$ cat src/include/motion_cfg_pkg.sv
// Constants and types for the motion sensor sampling configuration block
// Notes on behaviour
// Sample rate is gyro output rate divided by one plus 8-bit divider.
// Gyro output rate is 8kHz for lowpass code 0 or 7, else 1kHz.
// Registers, buffer, processor and detectors all run at the sample rate.
// Accel updates at 1kHz; faster sample ticks may repeat one sample.
// Rate divider is an 8-bit read/write register at 0x19.
// Any frame sync pin change is latched so short strobes survive.
// Latch is sampled each sample tick, then reloads the present pin level.
// 3-bit code picks which low data byte bit 0 carries frame sync.
// 3-bit lowpass code picks bandwidth; codes 0-6 valid, 7 reserved.
// Register 0x1A: sync location bits 5:3, lowpass bits 2:0, 7:6 reserved.
// Register 0x1B bits 7,6,5 start gyro X,Y,Z self-test, any mix.
// Gyro range bits 4:3 pick 250, 500, 1000 or 2000 deg/s.
// Register 0x1C bits 7,6,5 start accel X,Y,Z self-test, any mix.
// Accel range bits 4:3 pick 2, 4, 8 or 16 g.
// Highpass output feeds only the motion detectors, never data registers.
// Highpass code 0 is reset: output settles to zero within one sample.
// Highpass codes 1-4 pass signals above 5, 2.5, 1.25, 0.63 Hz.
// Highpass code 7 holds the present sample, outputs input minus held.
// Highpass codes 5 and 6 are reserved and behave as reset.
// All four configuration registers reset to zero.
package motion_cfg_pkg;
	localparam logic [7:0] ADDR_RATE_DIVIDER = 8'h19;
	localparam logic [7:0] ADDR_SYNC_LOWPASS = 8'h1A;
	localparam logic [7:0] ADDR_GYRO_CFG = 8'h1B;
	localparam logic [7:0] ADDR_ACCEL_CFG = 8'h1C;
	localparam logic [7:0] REG_RESET = 8'h00;
	localparam logic [7:0] SYNC_LOWPASS_MASK = 8'h3F;
	localparam logic [7:0] GYRO_CFG_MASK = 8'hF8;
	localparam logic [7:0] ACCEL_CFG_MASK = 8'hFF;
	localparam int SYNC_LOC_LSB = 3;
	localparam int LOWPASS_LSB = 0;
	localparam int SELFTEST_LSB = 5;
	localparam int RANGE_LSB = 3;
	localparam int HIGHPASS_LSB = 0;
	localparam logic [2:0] LOWPASS_WIDE = 3'h0;
	localparam logic [2:0] LOWPASS_RESERVED = 3'h7;
	localparam logic [2:0] SYNC_OFF = 3'h0;
	localparam logic [2:0] SYNC_TEMP = 3'h1;
	localparam logic [2:0] SYNC_GYRO_X = 3'h2;
	localparam logic [2:0] SYNC_GYRO_Y = 3'h3;
	localparam logic [2:0] SYNC_GYRO_Z = 3'h4;
	localparam logic [2:0] SYNC_ACCEL_X = 3'h5;
	localparam logic [2:0] SYNC_ACCEL_Y = 3'h6;
	localparam logic [2:0] SYNC_ACCEL_Z = 3'h7;
	localparam logic [2:0] HP_RESET = 3'h0;
	localparam logic [2:0] HP_5HZ = 3'h1;
	localparam logic [2:0] HP_2P5HZ = 3'h2;
	localparam logic [2:0] HP_1P25HZ = 3'h3;
	localparam logic [2:0] HP_0P63HZ = 3'h4;
	localparam logic [2:0] HP_HOLD = 3'h7;
	localparam int HP_SHIFT_5HZ = 5;
	localparam int HP_SHIFT_2P5HZ = 6;
	localparam int HP_SHIFT_1P25HZ = 7;
	localparam int HP_SHIFT_0P63HZ = 8;
	localparam int CLK_RATE_HZ = 10_000_000;
	localparam int GYRO_FAST_HZ = 8000;
	localparam int GYRO_SLOW_HZ = 1000;
	localparam int ACCEL_RATE_HZ = 1000;
	localparam int FAST_PERIOD_CYCLES = CLK_RATE_HZ / GYRO_FAST_HZ;
	localparam int SLOW_PERIOD_CYCLES = CLK_RATE_HZ / GYRO_SLOW_HZ;
	localparam int ACCEL_PERIOD_CYCLES = CLK_RATE_HZ / ACCEL_RATE_HZ;
	localparam int BASE_CNT_W = 16;
	localparam int FRAC_W = 8;

	typedef struct packed {
		logic [15:0] temp;
		logic [2:0][15:0] gyro;
		logic [2:0][15:0] accel;
	} sensor_frame_type;

	typedef logic [2:0][15:0] axis_vector_type;

	typedef struct packed {
		logic [7:0] rate_divider;
		logic [7:0] sync_and_lowpass_config;
		logic [7:0] gyro_range_selftest;
		logic [7:0] accel_range_selftest_highpass;
	} cfg_regs_type;

	typedef struct packed {
		cfg_regs_type regs;
		logic [7:0] rdata;
		logic [BASE_CNT_W-1:0] base_cnt;
		logic [BASE_CNT_W-1:0] accel_cnt;
		logic [7:0] div_cnt;
		logic sync_ref;
		logic sync_latch;
		logic sample_tick;
		axis_vector_type accel_held;
		sensor_frame_type data;
		logic [2:0][23:0] hp_track;
		axis_vector_type hp_ref;
		logic hp_armed;
		axis_vector_type hp_out;
		logic hp_valid;
		logic gyro_fast;
	} core_state_type;
endpackage

$ cat src/verilog/motion_sensor_sampling_config.sv
// Sample rate, frame sync capture, range, self-test and highpass control
`timescale 1ns/1ps
module motion_sensor_sampling_config
	import motion_cfg_pkg::*;
#(
	parameter int SLOW_PERIOD = SLOW_PERIOD_CYCLES, // 1kHz base period
	parameter int FAST_PERIOD = FAST_PERIOD_CYCLES, // 8kHz base period
	parameter int ACCEL_PERIOD = ACCEL_PERIOD_CYCLES // 1kHz accel period
) (
	input wire logic clk_sys, // System clock
	input wire logic rst_n, // Async reset, active low
	input wire logic [7:0] reg_addr, // Register address
	input wire logic [7:0] reg_wdata, // Register write data
	input wire logic reg_wr, // Write strobe
	input wire logic reg_rd, // Read strobe
	output logic [7:0] reg_rdata, // Read data, cycle after strobe
	input wire logic frame_sync_in, // Frame sync pin
	input wire sensor_frame_type sensor_raw, // Raw converter samples
	output logic sample_tick, // One pulse per sample period
	output sensor_frame_type data_out, // Sensor data registers
	output axis_vector_type hp_out, // Highpass result to detectors
	output logic hp_valid, // Pulse with each highpass result
	output logic [2:0] gyro_selftest, // X,Y,Z gyro self-test drive
	output logic [1:0] gyro_range, // Gyro full scale code
	output logic [2:0] accel_selftest, // X,Y,Z accel self-test drive
	output logic [1:0] accel_range, // Accel full scale code
	output logic [2:0] lowpass_code, // Lowpass bandwidth code
	output logic gyro_fast_rate // Gyro path at 8kHz
);

	core_state_type q;
	core_state_type d;

	// Clamp a 17-bit difference into a 16-bit sample
	function automatic logic [15:0] clamp16(input logic signed [16:0] v);
		logic [15:0] r;
		r = v[15:0];
		if (v > 17'sd32767) begin
			r = 16'h7FFF;
		end else if (v < -17'sd32768) begin
			r = 16'h8000;
		end
		return r;
	endfunction

	// Tracking shift per cut-off; wider shift means lower corner
	function automatic int hp_shift(input logic [2:0] code);
		int s;
		s = HP_SHIFT_5HZ;
		case (code)
			HP_2P5HZ: begin
				s = HP_SHIFT_2P5HZ;
			end
			HP_1P25HZ: begin
				s = HP_SHIFT_1P25HZ;
			end
			HP_0P63HZ: begin
				s = HP_SHIFT_0P63HZ;
			end
			default: begin
				s = HP_SHIFT_5HZ;
			end
		endcase
		return s;
	endfunction

	logic [2:0] sync_loc;
	logic [2:0] lp_code;
	logic [2:0] hp_code;
	logic fast;
	logic base_tick;
	logic accel_tick;
	logic sample_now;
	logic sync_bit;
	axis_vector_type accel_src;
	logic signed [23:0] xe;
	logic signed [24:0] diff;
	logic signed [24:0] step;
	logic signed [16:0] delta;
	logic [BASE_CNT_W-1:0] period_last;

	// Next-state logic for the whole block
	always_comb begin
		d = q;
		d.sample_tick = 1'b0;
		d.hp_valid = 1'b0;
		d.rdata = 8'h00;
		xe = '0;
		diff = '0;
		step = '0;
		delta = '0;
		sync_loc = q.regs.sync_and_lowpass_config[SYNC_LOC_LSB +: 3];
		lp_code = q.regs.sync_and_lowpass_config[LOWPASS_LSB +: 3];
		hp_code = q.regs.accel_range_selftest_highpass[HIGHPASS_LSB +: 3];

		// Register writes; reserved bits are masked so they read zero
		if (reg_wr) begin
			case (reg_addr)
				ADDR_RATE_DIVIDER: begin
					d.regs.rate_divider = reg_wdata;
				end
				ADDR_SYNC_LOWPASS: begin
					d.regs.sync_and_lowpass_config =
						reg_wdata & SYNC_LOWPASS_MASK;
				end
				ADDR_GYRO_CFG: begin
					d.regs.gyro_range_selftest =
						reg_wdata & GYRO_CFG_MASK;
				end
				ADDR_ACCEL_CFG: begin
					d.regs.accel_range_selftest_highpass =
						reg_wdata & ACCEL_CFG_MASK;
				end
				default: begin
				end
			endcase
		end

		// Rate decode follows the register image so the port is a flop
		d.gyro_fast = (d.regs.sync_and_lowpass_config[LOWPASS_LSB +: 3] ==
			LOWPASS_WIDE) ||
			(d.regs.sync_and_lowpass_config[LOWPASS_LSB +: 3] ==
			LOWPASS_RESERVED);

		// Register reads; unmapped addresses answer zero
		if (reg_rd) begin
			case (reg_addr)
				ADDR_RATE_DIVIDER: begin
					d.rdata = q.regs.rate_divider;
				end
				ADDR_SYNC_LOWPASS: begin
					d.rdata = q.regs.sync_and_lowpass_config;
				end
				ADDR_GYRO_CFG: begin
					d.rdata = q.regs.gyro_range_selftest;
				end
				ADDR_ACCEL_CFG: begin
					d.rdata = q.regs.accel_range_selftest_highpass;
				end
				default: begin
					d.rdata = 8'h00;
				end
			endcase
		end

		// Gyro output rate: filter bypass codes run the fast path
		fast = (lp_code == LOWPASS_WIDE) ||
			(lp_code == LOWPASS_RESERVED);
		period_last = fast ? BASE_CNT_W'(FAST_PERIOD - 1) :
			BASE_CNT_W'(SLOW_PERIOD - 1);
		// Compare with >= so a rate change never strands the counter
		base_tick = (q.base_cnt >= period_last);
		d.base_cnt = base_tick ? '0 : q.base_cnt + 1'b1;

		// Accel converter delivers a fresh sample at its own fixed rate
		accel_tick = (q.accel_cnt >= BASE_CNT_W'(ACCEL_PERIOD - 1));
		d.accel_cnt = accel_tick ? '0 : q.accel_cnt + 1'b1;
		accel_src = accel_tick ? sensor_raw.accel : q.accel_held;
		if (accel_tick) begin
			d.accel_held = sensor_raw.accel;
		end

		// Divider: one sample tick per (1 + divider) base ticks
		sample_now = base_tick &&
			(q.div_cnt >= q.regs.rate_divider);
		if (base_tick) begin
			d.div_cnt = sample_now ? 8'h00 : q.div_cnt + 8'h01;
		end

		// Frame sync latch: first deviation from the reload level sticks
		if (frame_sync_in != q.sync_ref) begin
			d.sync_latch = ~q.sync_ref;
		end
		// A change in the sampling cycle itself still counts
		sync_bit = (frame_sync_in != q.sync_ref) ? ~q.sync_ref :
			q.sync_latch;

		if (sample_now) begin
			d.sample_tick = 1'b1;
			d.sync_ref = frame_sync_in;
			d.sync_latch = frame_sync_in;
			// Data registers take unfiltered samples only
			d.data.temp = sensor_raw.temp;
			d.data.gyro = sensor_raw.gyro;
			// Same accel word may repeat at fast sample rates
			d.data.accel = accel_src;

			// Frame sync replaces bit 0 of the selected low byte
			unique case (sync_loc)
				SYNC_OFF: begin
				end
				SYNC_TEMP: begin
					d.data.temp[0] = sync_bit;
				end
				SYNC_GYRO_X: begin
					d.data.gyro[0][0] = sync_bit;
				end
				SYNC_GYRO_Y: begin
					d.data.gyro[1][0] = sync_bit;
				end
				SYNC_GYRO_Z: begin
					d.data.gyro[2][0] = sync_bit;
				end
				SYNC_ACCEL_X: begin
					d.data.accel[0][0] = sync_bit;
				end
				SYNC_ACCEL_Y: begin
					d.data.accel[1][0] = sync_bit;
				end
				SYNC_ACCEL_Z: begin
					d.data.accel[2][0] = sync_bit;
				end
			endcase

			// Highpass on the detector path, one update per sample
			d.hp_valid = 1'b1;
			for (int i = 0; i < 3; i++) begin
				xe = {accel_src[i], 8'h00};
				diff = 25'(xe) - 25'($signed(q.hp_track[i]));
				case (hp_code)
					HP_5HZ, HP_2P5HZ, HP_1P25HZ, HP_0P63HZ: begin
						// Track the low band, output what is left
						step = diff >>> hp_shift(hp_code);
						d.hp_track[i] = 24'($signed(q.hp_track[i]) +
							step);
						delta = 17'(diff >>> FRAC_W);
						d.hp_out[i] = clamp16(delta);
					end
					HP_HOLD: begin
						if (!q.hp_armed) begin
							// First sample after the trigger is stored
							d.hp_ref[i] = accel_src[i];
							d.hp_out[i] = 16'h0000;
						end else begin
							delta = 17'($signed(accel_src[i])) -
								17'($signed(q.hp_ref[i]));
							d.hp_out[i] = clamp16(delta);
						end
					end
					default: begin
						// Reset and reserved codes: snap tracker to input
						d.hp_track[i] = xe;
						d.hp_out[i] = 16'h0000;
					end
				endcase
			end
			if (hp_code == HP_HOLD) begin
				d.hp_armed = 1'b1;
			end
		end

		// Leaving hold mode re-arms the trigger for the next entry
		if (hp_code != HP_HOLD) begin
			d.hp_armed = 1'b0;
		end
	end

	// State register; all fields but gyro_fast clear on reset, gyro_fast sets
	always_ff @(posedge clk_sys or negedge rst_n) begin
		if (!rst_n) begin
			q <= '0;
			q.gyro_fast <= 1'b1; // Code 0 after reset is the fast path
		end else begin
			q <= d;
		end
	end

	// Outputs come straight from state flops
	assign reg_rdata = q.rdata;
	assign sample_tick = q.sample_tick;
	assign data_out = q.data;
	assign hp_out = q.hp_out;
	assign hp_valid = q.hp_valid;
	// Self-test buses keep X in the top bit, as in the register
	assign gyro_selftest = {q.regs.gyro_range_selftest[SELFTEST_LSB+2],
		q.regs.gyro_range_selftest[SELFTEST_LSB+1],
		q.regs.gyro_range_selftest[SELFTEST_LSB]};
	assign gyro_range = q.regs.gyro_range_selftest[RANGE_LSB +: 2];
	assign accel_selftest =
		{q.regs.accel_range_selftest_highpass[SELFTEST_LSB+2],
		q.regs.accel_range_selftest_highpass[SELFTEST_LSB+1],
		q.regs.accel_range_selftest_highpass[SELFTEST_LSB]};
	assign accel_range =
		q.regs.accel_range_selftest_highpass[RANGE_LSB +: 2];
	assign lowpass_code =
		q.regs.sync_and_lowpass_config[LOWPASS_LSB +: 3];
	// Rate flag registered beside the code it decodes
	assign gyro_fast_rate = q.gyro_fast;

endmodule

$ cat config.mk
export PLATFORM = sky130hd
export DESIGN_NAME = motion_sensor_sampling_config
export DESIGN_NICKNAME = d
export VERILOG_FILES = /design/src/include/motion_cfg_pkg.sv /design/src/verilog/motion_sensor_sampling_config.sv
export SDC_FILE = /design/constraint.sdc
export NUM_CORES = 1
export LEC_CHECK = 0
export BUFFER_PORTS_ARGS = -buffer_cell sky130_fd_sc_hd__clkbuf_2
export CAP_MARGIN = 20
export CORE_MARGIN = 2
export CORE_UTILIZATION = 55
export CTS_CLUSTER_SIZE = 40
export DETAILED_ROUTE_END_ITERATION = 8
export PLACE_DENSITY_LB_ADDON = 0.05
export SYNTH_ARGS = -nofsm -noshare
export SYNTH_HDL_FRONTEND = slang
export SYNTH_SLANG_ARGS = --single-unit
$ cat constraint.sdc
create_clock -name clk_sys -period 7.95 [get_ports clk_sys]
set_input_delay 0.3975 -clock clk_sys [delete_from_list [all_inputs] [get_ports clk_sys]]
set_output_delay 0.3975 -clock clk_sys [all_outputs]
set_load 0.05 [all_outputs]
==> impl_results.md, run 1 <==
- Register-to-Register Setup Slack: about 450 ps
- Worst Setup End Kind: register
- Endpoints failing hold: 0
- Mapped Area: between 0.02 and 0.03 mm^2
- Peak supply drop: 0.166 mV
- RR Endpoint: q[170]$_DFFE_PN0P_
- Max_slew headroom: 33.0%
- Min-delay src: frame_sync_in
- Synth cell count leaders: nand2_1 (492), dfrtp_1 (407), nor2_1 (309)
- Gp weighted congestion: around 0.94
- Die area: 0.0544 mm^2
- Crit Path Max Fanout: 32
- DP HPWL: 60900 um
- # clock sinks: 408
- CP max stage delay: roughly 630 ps
- RSZ-0062 raised after global routing: yes
- Die span in y: 233 um
- CP startpoint kind: register
- Final Worst Setup Slack: 452 ps
- Synth area leaders: dfrtp_1 (35%), ha_1 (8.5%), nand2_1 (6.4%)
- Period minus WS final: 7500 ps
- Clock Skew: ~16 ps
- Reg2reg start: q[348]$_DFF_PN0_
- CTS tree: yes
- Hold Path End: q[333]$_DFFE_PN0P_
- Remaining Overflow, GRT: 0
- Rows: 84
- H-tree depth: 2
- Async set or reset register ratio after synthesis: 100%
- Dominant synthesized flop cell: dfrtp_1
- CTS root buf: clkbuf_16
- Final wirelength: around 84000 um
- Count of input and output buffers: about 320
- Violation count after the first detailed-route iteration: 2034
- Area leader, netlist: dfrtp_1
- Max Cap Viol: 0
- Finish-stage setup viols: 0
- FF+latch count, synth: 408
- Vias in the first global route: between 20000 and 25000
- CP arrival: approximately 8000 ps
- I/O Pins: 317
- Most common cell in the synthesized netlist: nand2_1
- Mean Syn Cell Area: 8.29 um^2
- Routed wire per std cell: ~19 um
- Hold Path Cell Cnt: 3
- Post-DRT Antenna Nets: 0
- Syn Inst Count: approximately 3500
- Synth top area share: between 30% and 40%
- Dpl cells: 4208
- Final cell count without fillers: around 4400
- Tightest Pin Transition: 991 ps
- Largest net degree at the start of global routing: between 150 and 200
- Overall global routing resource usage: 30.9%
- Slew Viols, Final: 0
- Core area: 0.0522 mm^2
- Outcome: finished clean
- Sequential area share after synthesis: 35.3%
- Post-synthesis cell type count: 82
- CTS Buf Count: 47
- Worst path slowest cell: a211o_4
- Layout area overhead: 11.5%
- Initial antenna violation count: 1
- Clock latency on the worst-skew pair: 600 ps
- Max Buffers Root-to-Sink: 3
- Pre-CTS setup slack: about 340 ps
- Worst Reg-to-Reg Cells: 28
- DRC: 0
- Clock slew at reported path FFs: 70 ps
- Initial core utilization: 55.4%
- Share of cells above drive strength 1: 14.5%
- Yosys warnings: 0
- Nets: 3970
- Worst Hold Class: input pin to register
- P per Cell Area: 187 mW/mm^2
- Fmax: approximately 130 MHz
- CP required: 8420 ps
- Via-per-instance ratio: just under 6
- Fillcell total: 4664
- First-pass GRT wire length: 134000 um
- EDFF count, synth: 0
- Fin crit share: 94.3%
- Inserted Diodes: 0
- Setup CP Type: register to register
- Die W: 233 um
- TritonRoute pass-1 iters: 6
- Leakage Power: 15.6 nW
- Vias: 25500
[registers in the layout (all words and copies together) (netlist names)]
register	cells
hp_valid	1
lowpass_code	3
data_out	112
reg_rdata	8
q	222
accel_selftest	3
accel_range	2
hp_code	3
gyro_selftest	3
gyro_range	2
gyro_fast_rate	1
hp_out	48
[per-layer routing]
layer,vias to the layer above,part of all wire [%],wire [um],track usage (%)
li1,12200,-,-,-
met1,12200,44,37100,41.9
met2,833,48,40500,51.2
met3,162,4.8,4080,3.10
met4,0,3.2,2730,11.0
met5,-,0,0,0
[worst max path at each step]
| stage | endpoint | slack (ps) | cells after the start | from |
|---|---|---|---|---|
| CTS | q[170]$_DFFE_PN0P_ | 280 | 27 | q[348]$_DFF_PN0_ |
| global route | q[170]$_DFFE_PN0P_ | -190 | 28 | q[349]$_DFF_PN0_ |
| finish | q[170]$_DFFE_PN0P_ | 450 | 28 | q[348]$_DFF_PN0_ |
| detailed placement | q[170]$_DFFE_PN0P_ | 340 | 27 | q[348]$_DFF_PN0_ |
| floorplan | q[121]$_DFFE_PN0P_ | 1280 | 28 | q[349]$_DFF_PN0_ |
| global placement | q[121]$_DFFE_PN0P_ | 570 | 26 | q[349]$_DFF_PN0_ |
[critical path, delay by kind of cell (launching register included)]
kind	cells	cell delay [ps]
adder cells (fa/ha/maj)	2	780
flip-flops	1	410
AND/OR/NAND/NOR	7	1260
buffers and inverters	1	150
AO/OA/AOI/OAI	15	3950
XOR/XNOR	2	410
multiplexers	1	420
[metrics by stage]
step	cell area, um^2	setup TNS, ps	hold WS (ps)	total power, W	util, %
CTS	32200	0	32.4	0.00603	61.6
floorplan	28900	0	102	0.00325	-
detailed placement	29900	0	407	0.00370	57.3
global placement	29900	0	399	0.00368	57.3
finish	32200	0	55.7	0.00602	61.7
global route	32200	-299	66.8	0.00630	61.7
[area by class of cell]
type / count / area (um^2) / area share, %
clock inverter: 15 / 184 / 0.570
inverter: 213 / 802 / 2.49
multi-input combinational: 2532 / 16100 / 49.9
sequential: 408 / 10200 / 31.7
tap: 688 / 861 / 2.67
clock buffer: 70 / 1450 / 4.51
timing repair buffer: 432 / 2640 / 8.20
[cell families (layout without fill, tap and decap cells)]
logic type	after synthesis	after routing	synth area share [%]
AND/OR/NAND/NOR	1089	1089	16.4
AO/OA/AOI/OAI	970	970	21.1
XOR/XNOR	172	172	5.27
multiplexers	95	95	3.40
flip-flops	408	408	35.3
buffers and inverters	552	730	9.58
adder cells (fa/ha/maj)	203	203	8.94
other	1	3	0.0130
[power breakdown]
group / switching, W / internal [W] / total (W)
clock: 0.000933 / 0.00136 / 0.00230
combinational: 0.000961 / 0.000594 / 0.00156
sequential: 0.0000408 / 0.00213 / 0.00217
[timing repair]
item / 4_1_cts / 5_1_grt
gates resized for setup: 0 / 13
hold endpoints to repair: 125 / 0
buffers inserted: 0 / 0
setup endpoints to repair: 0 / 9
hold buffers: 61 / 0
[placed cells by master, fill, tap and decap left out, types with 19 or more instances in the layout]
cell type	n
a211oi_1	53
a21o_1	81
a21oi_1	288
a31oi_1	46
and3_1	40
buf_4	52
clkbuf_16	48
clkbuf_2	315
dfrtp_1	405
dlygate4sd3_1	61
ha_1	197
inv_1	211
mux2_2	27
mux2i_1	64
nand2_1	491
nand2b_1	33
nand3_1	64
nor2_1	307
nor2b_1	19
nor3_1	42
o211ai_1	38
o21ai_0	251
o32a_1	21
xnor2_1	104
xor2_1	64
Note: power is estimated with default switching activity, not from simulation.
==> inputs of run 2 (changes only) <==
CORE_UTILIZATION = 50   (was 55)
CTS_CLUSTER_SIZE = unset   (was 40)
SKIP_CTS_REPAIR_TIMING = 1   (was unset)
==> run 2 against run 1 <==
The run now ends with negative hold slack left; sequential share of layout area rose by 0.44 points; combinational power barely moved; cell area fell by 1.4%; critical endpoint unchanged; worst setup slack got worse by 78 ps; cell count rose by 0.64%.
==> impl_results.md, run 2 (same netlist as run 1, synthesis figures left out) <==
- Outcome: finished with violations
- Failing checks: negative hold slack
- Rows: 88 (+4.8%)
- Storage cell area: 0.0102 mm^2 (unchanged)
- Worst path slowest cell: a211o_4
- Reg2reg start: q[348]$_DFF_PN0_
- Setup CP Type: register to register
- Layout area overhead: 9.97%
- CP startpoint kind: register
- Top reg by flops: q
- RSZ-0062 raised after global routing: no
- Most frequent cells in the layout: nand2_1 (491), dfrtp_1 (405), clkbuf_2 (315)
- H-tree depth: 2 (unchanged)
- Crit Path Max Fanout: 27 (-16%)
- Max Cap Viol: 0 (unchanged)
- Nets: 3918 (-1.3%)
- Die span in y: 245 um (+4.8%)
- Remaining Overflow, GRT: 0 (unchanged)
- CTS root buf: clkbuf_16
- P per Cell Area: 189 mW/mm^2 (+1.0%)
- Routed wire per std cell: 19.4 um (about the same)
- Gp weighted congestion: 0.961 (+1.9%)
- Finish-stage setup viols: 0 (unchanged)
- Initial antenna violation count: 0 (-1)
- CP max stage delay: 580 ps (-50 ps)
- Endpoints failing hold: 23 (+23)
- Delay-heaviest family, CP: compound AO/OA/AOI/OAI gates
- Clock Skew: 12.3 ps (-3.60 ps)
- Final wirelength: 85000 um (+0.71%)
- CTS tree: yes
- Tightest Pin Transition: 1090 ps (+98.9 ps)
- Vias: 25300 (-0.66%)
- Worst Hold Class: input pin to register
- Hold_ws: -8.01 ps (-63.7 ps)
- Fmax: 132 MHz (-1.0%)
- Leakage Power: 15.4 nW (-1.3%)
- Worst Setup End Kind: register
- DP HPWL: 62000 um (+1.9%)
- Most common library cell in the layout ignoring fill and taps: nand2_1
- DRC: 0 (unchanged)
- Min-delay src: sensor_raw[110]
- Clock latency on the worst-skew pair: 600 ps (about the same)
- Die area: 0.0598 mm^2 (+9.8%)
- Fin crit share: 95.3% (+0.99 points)
- Overall global routing resource usage: 27.9% (-3.0 points)
- CTS Buf Count: 47 (unchanged)
- Share of cells above drive strength 1: 14.7% (+0.23 points)
- Setup TNS: 0 ps (unchanged)
- # clock sinks: 408 (unchanged)
- Max_slew headroom: 27.3% (-5.7 points)
- Clock slew at reported path FFs: 60 ps (about the same)
- Peak supply drop: 0.144 mV (-13%)
- Worst path bufs/invs: 1 (unchanged)
- I/O Pins: 317 (unchanged)
- Layout Utilization: 55.3% (-6.4 points)
- Core area: 0.0575 mm^2 (+10%)
- TritonRoute pass-1 iters: 5 (-1)
- CP required: 8390 ps (-30 ps)
- Max FFs per register: 222 (unchanged)
- Max Buffers Root-to-Sink: 3 (unchanged)
- CP arrival: 8020 ps (+50 ps)
- Slew Viols, Final: 0 (unchanged)
- Area of the multi-input gates: 0.0161 mm^2 (about the same)
- Violation count after the first detailed-route iteration: 1826 (-10%)
- Fillcell total: 5366 (+15%)
- Post-DRT Antenna Nets: 0 (unchanged)
- Die W: 245 um (+4.8%)
- Final cell count without fillers: 4386 (+0.64%)
- Count of input and output buffers: 316 (unchanged)
- Dpl cells: 4289 (+1.9%)
- First-pass GRT wire length: 134000 um (+0.14%)
- Worst Setup SP: q[348]$_DFF_PN0_
- Largest net degree at the start of global routing: 90 (-44%)
- Via-per-instance ratio: 5.77 (-1.3%)
- Period minus WS final: 7580 ps (+78.3 ps)
- Vias in the first global route: 24400 (-0.0041%)
- Initial core utilization: 50.3% (-5.0 points)
- Cell mode on critical path: a21oi_1
-- run 2: changes by cell type in the layout (fill, tap and decap cells not counted), moves of 3 or more --
cell,previous run,this run
mux2i_1,64,67
clkbuf_8,17,11
dlygate4sd3_1,61,6
mux2i_2,4,1
clkinv_2,5,9
buf_4,52,56
-- run 2: worst paths after layout --
kind / to / slack (ps) / cells past startpoint
setup / recovery: q[170]$_DFFE_PN0P_ / 370 / 27
hold / removal: data_out[110]$_DFFE_PN0P_ / -8 / 3
setup reg to reg: q[170]$_DFFE_PN0P_ / 370 / 27
hold reg to reg: q[342]$_DFF_PN0_ / 470 / 1
max in group asynchronous: hp_code[1]$_DFFE_PN0P_ / 5530 / 4
min in group asynchronous: data_out[38]$_DFFE_PN0P_ / 320 / 2
-- run 2: per-layer routing --
metal	global-route usage [%]	up-vias	routed length (um)
met5	0	-	0
met4	9.29	0	2640
met3	3.41	169	4380
met2	46.9	758	40900
met1	37.2	12200	37100
li1	-	12200	-
-- run 2: layout make-up --
class | instances | share of cell area [%]
Multi-Input combinational cell | 2532 | 50.6
Sequential cell | 408 | 32.1
Timing Repair Buffer | 380 | 6.61
Clock buffer | 67 | 4.41
Tap cell | 765 | 3.01
Inverter | 213 | 2.52
Clock inverter | 20 | 0.732
Antenna cell | 1 | 0.00787
-- run 2: through the flow --
step	power, W	cell area (um^2)	worst slack [ps]
6_report	0.00600	31800	374
5_1_grt	0.00629	31800	23.7
4_1_cts	0.00602	31700	190
3_5_place_dp	0.00371	30000	247
3_3_place_gp	0.00368	30000	455
2_1_floorplan	0.00325	28900	1280
-- run 2: tightest hold or removal path: cells and delay by family --
family	cells	cell delay, ps
buffers and inverters	1	70
and+or+nand+nor	2	80
-- run 2: power breakdown --
group	internal (W)	switching [W]	leakage (nW)
Combinational	0.000577	0.000965	9.99
Clock	0.00136	0.000923	0.802
Sequential	0.00213	0.0000402	4.62
Total	0.00407	0.00193	15.4
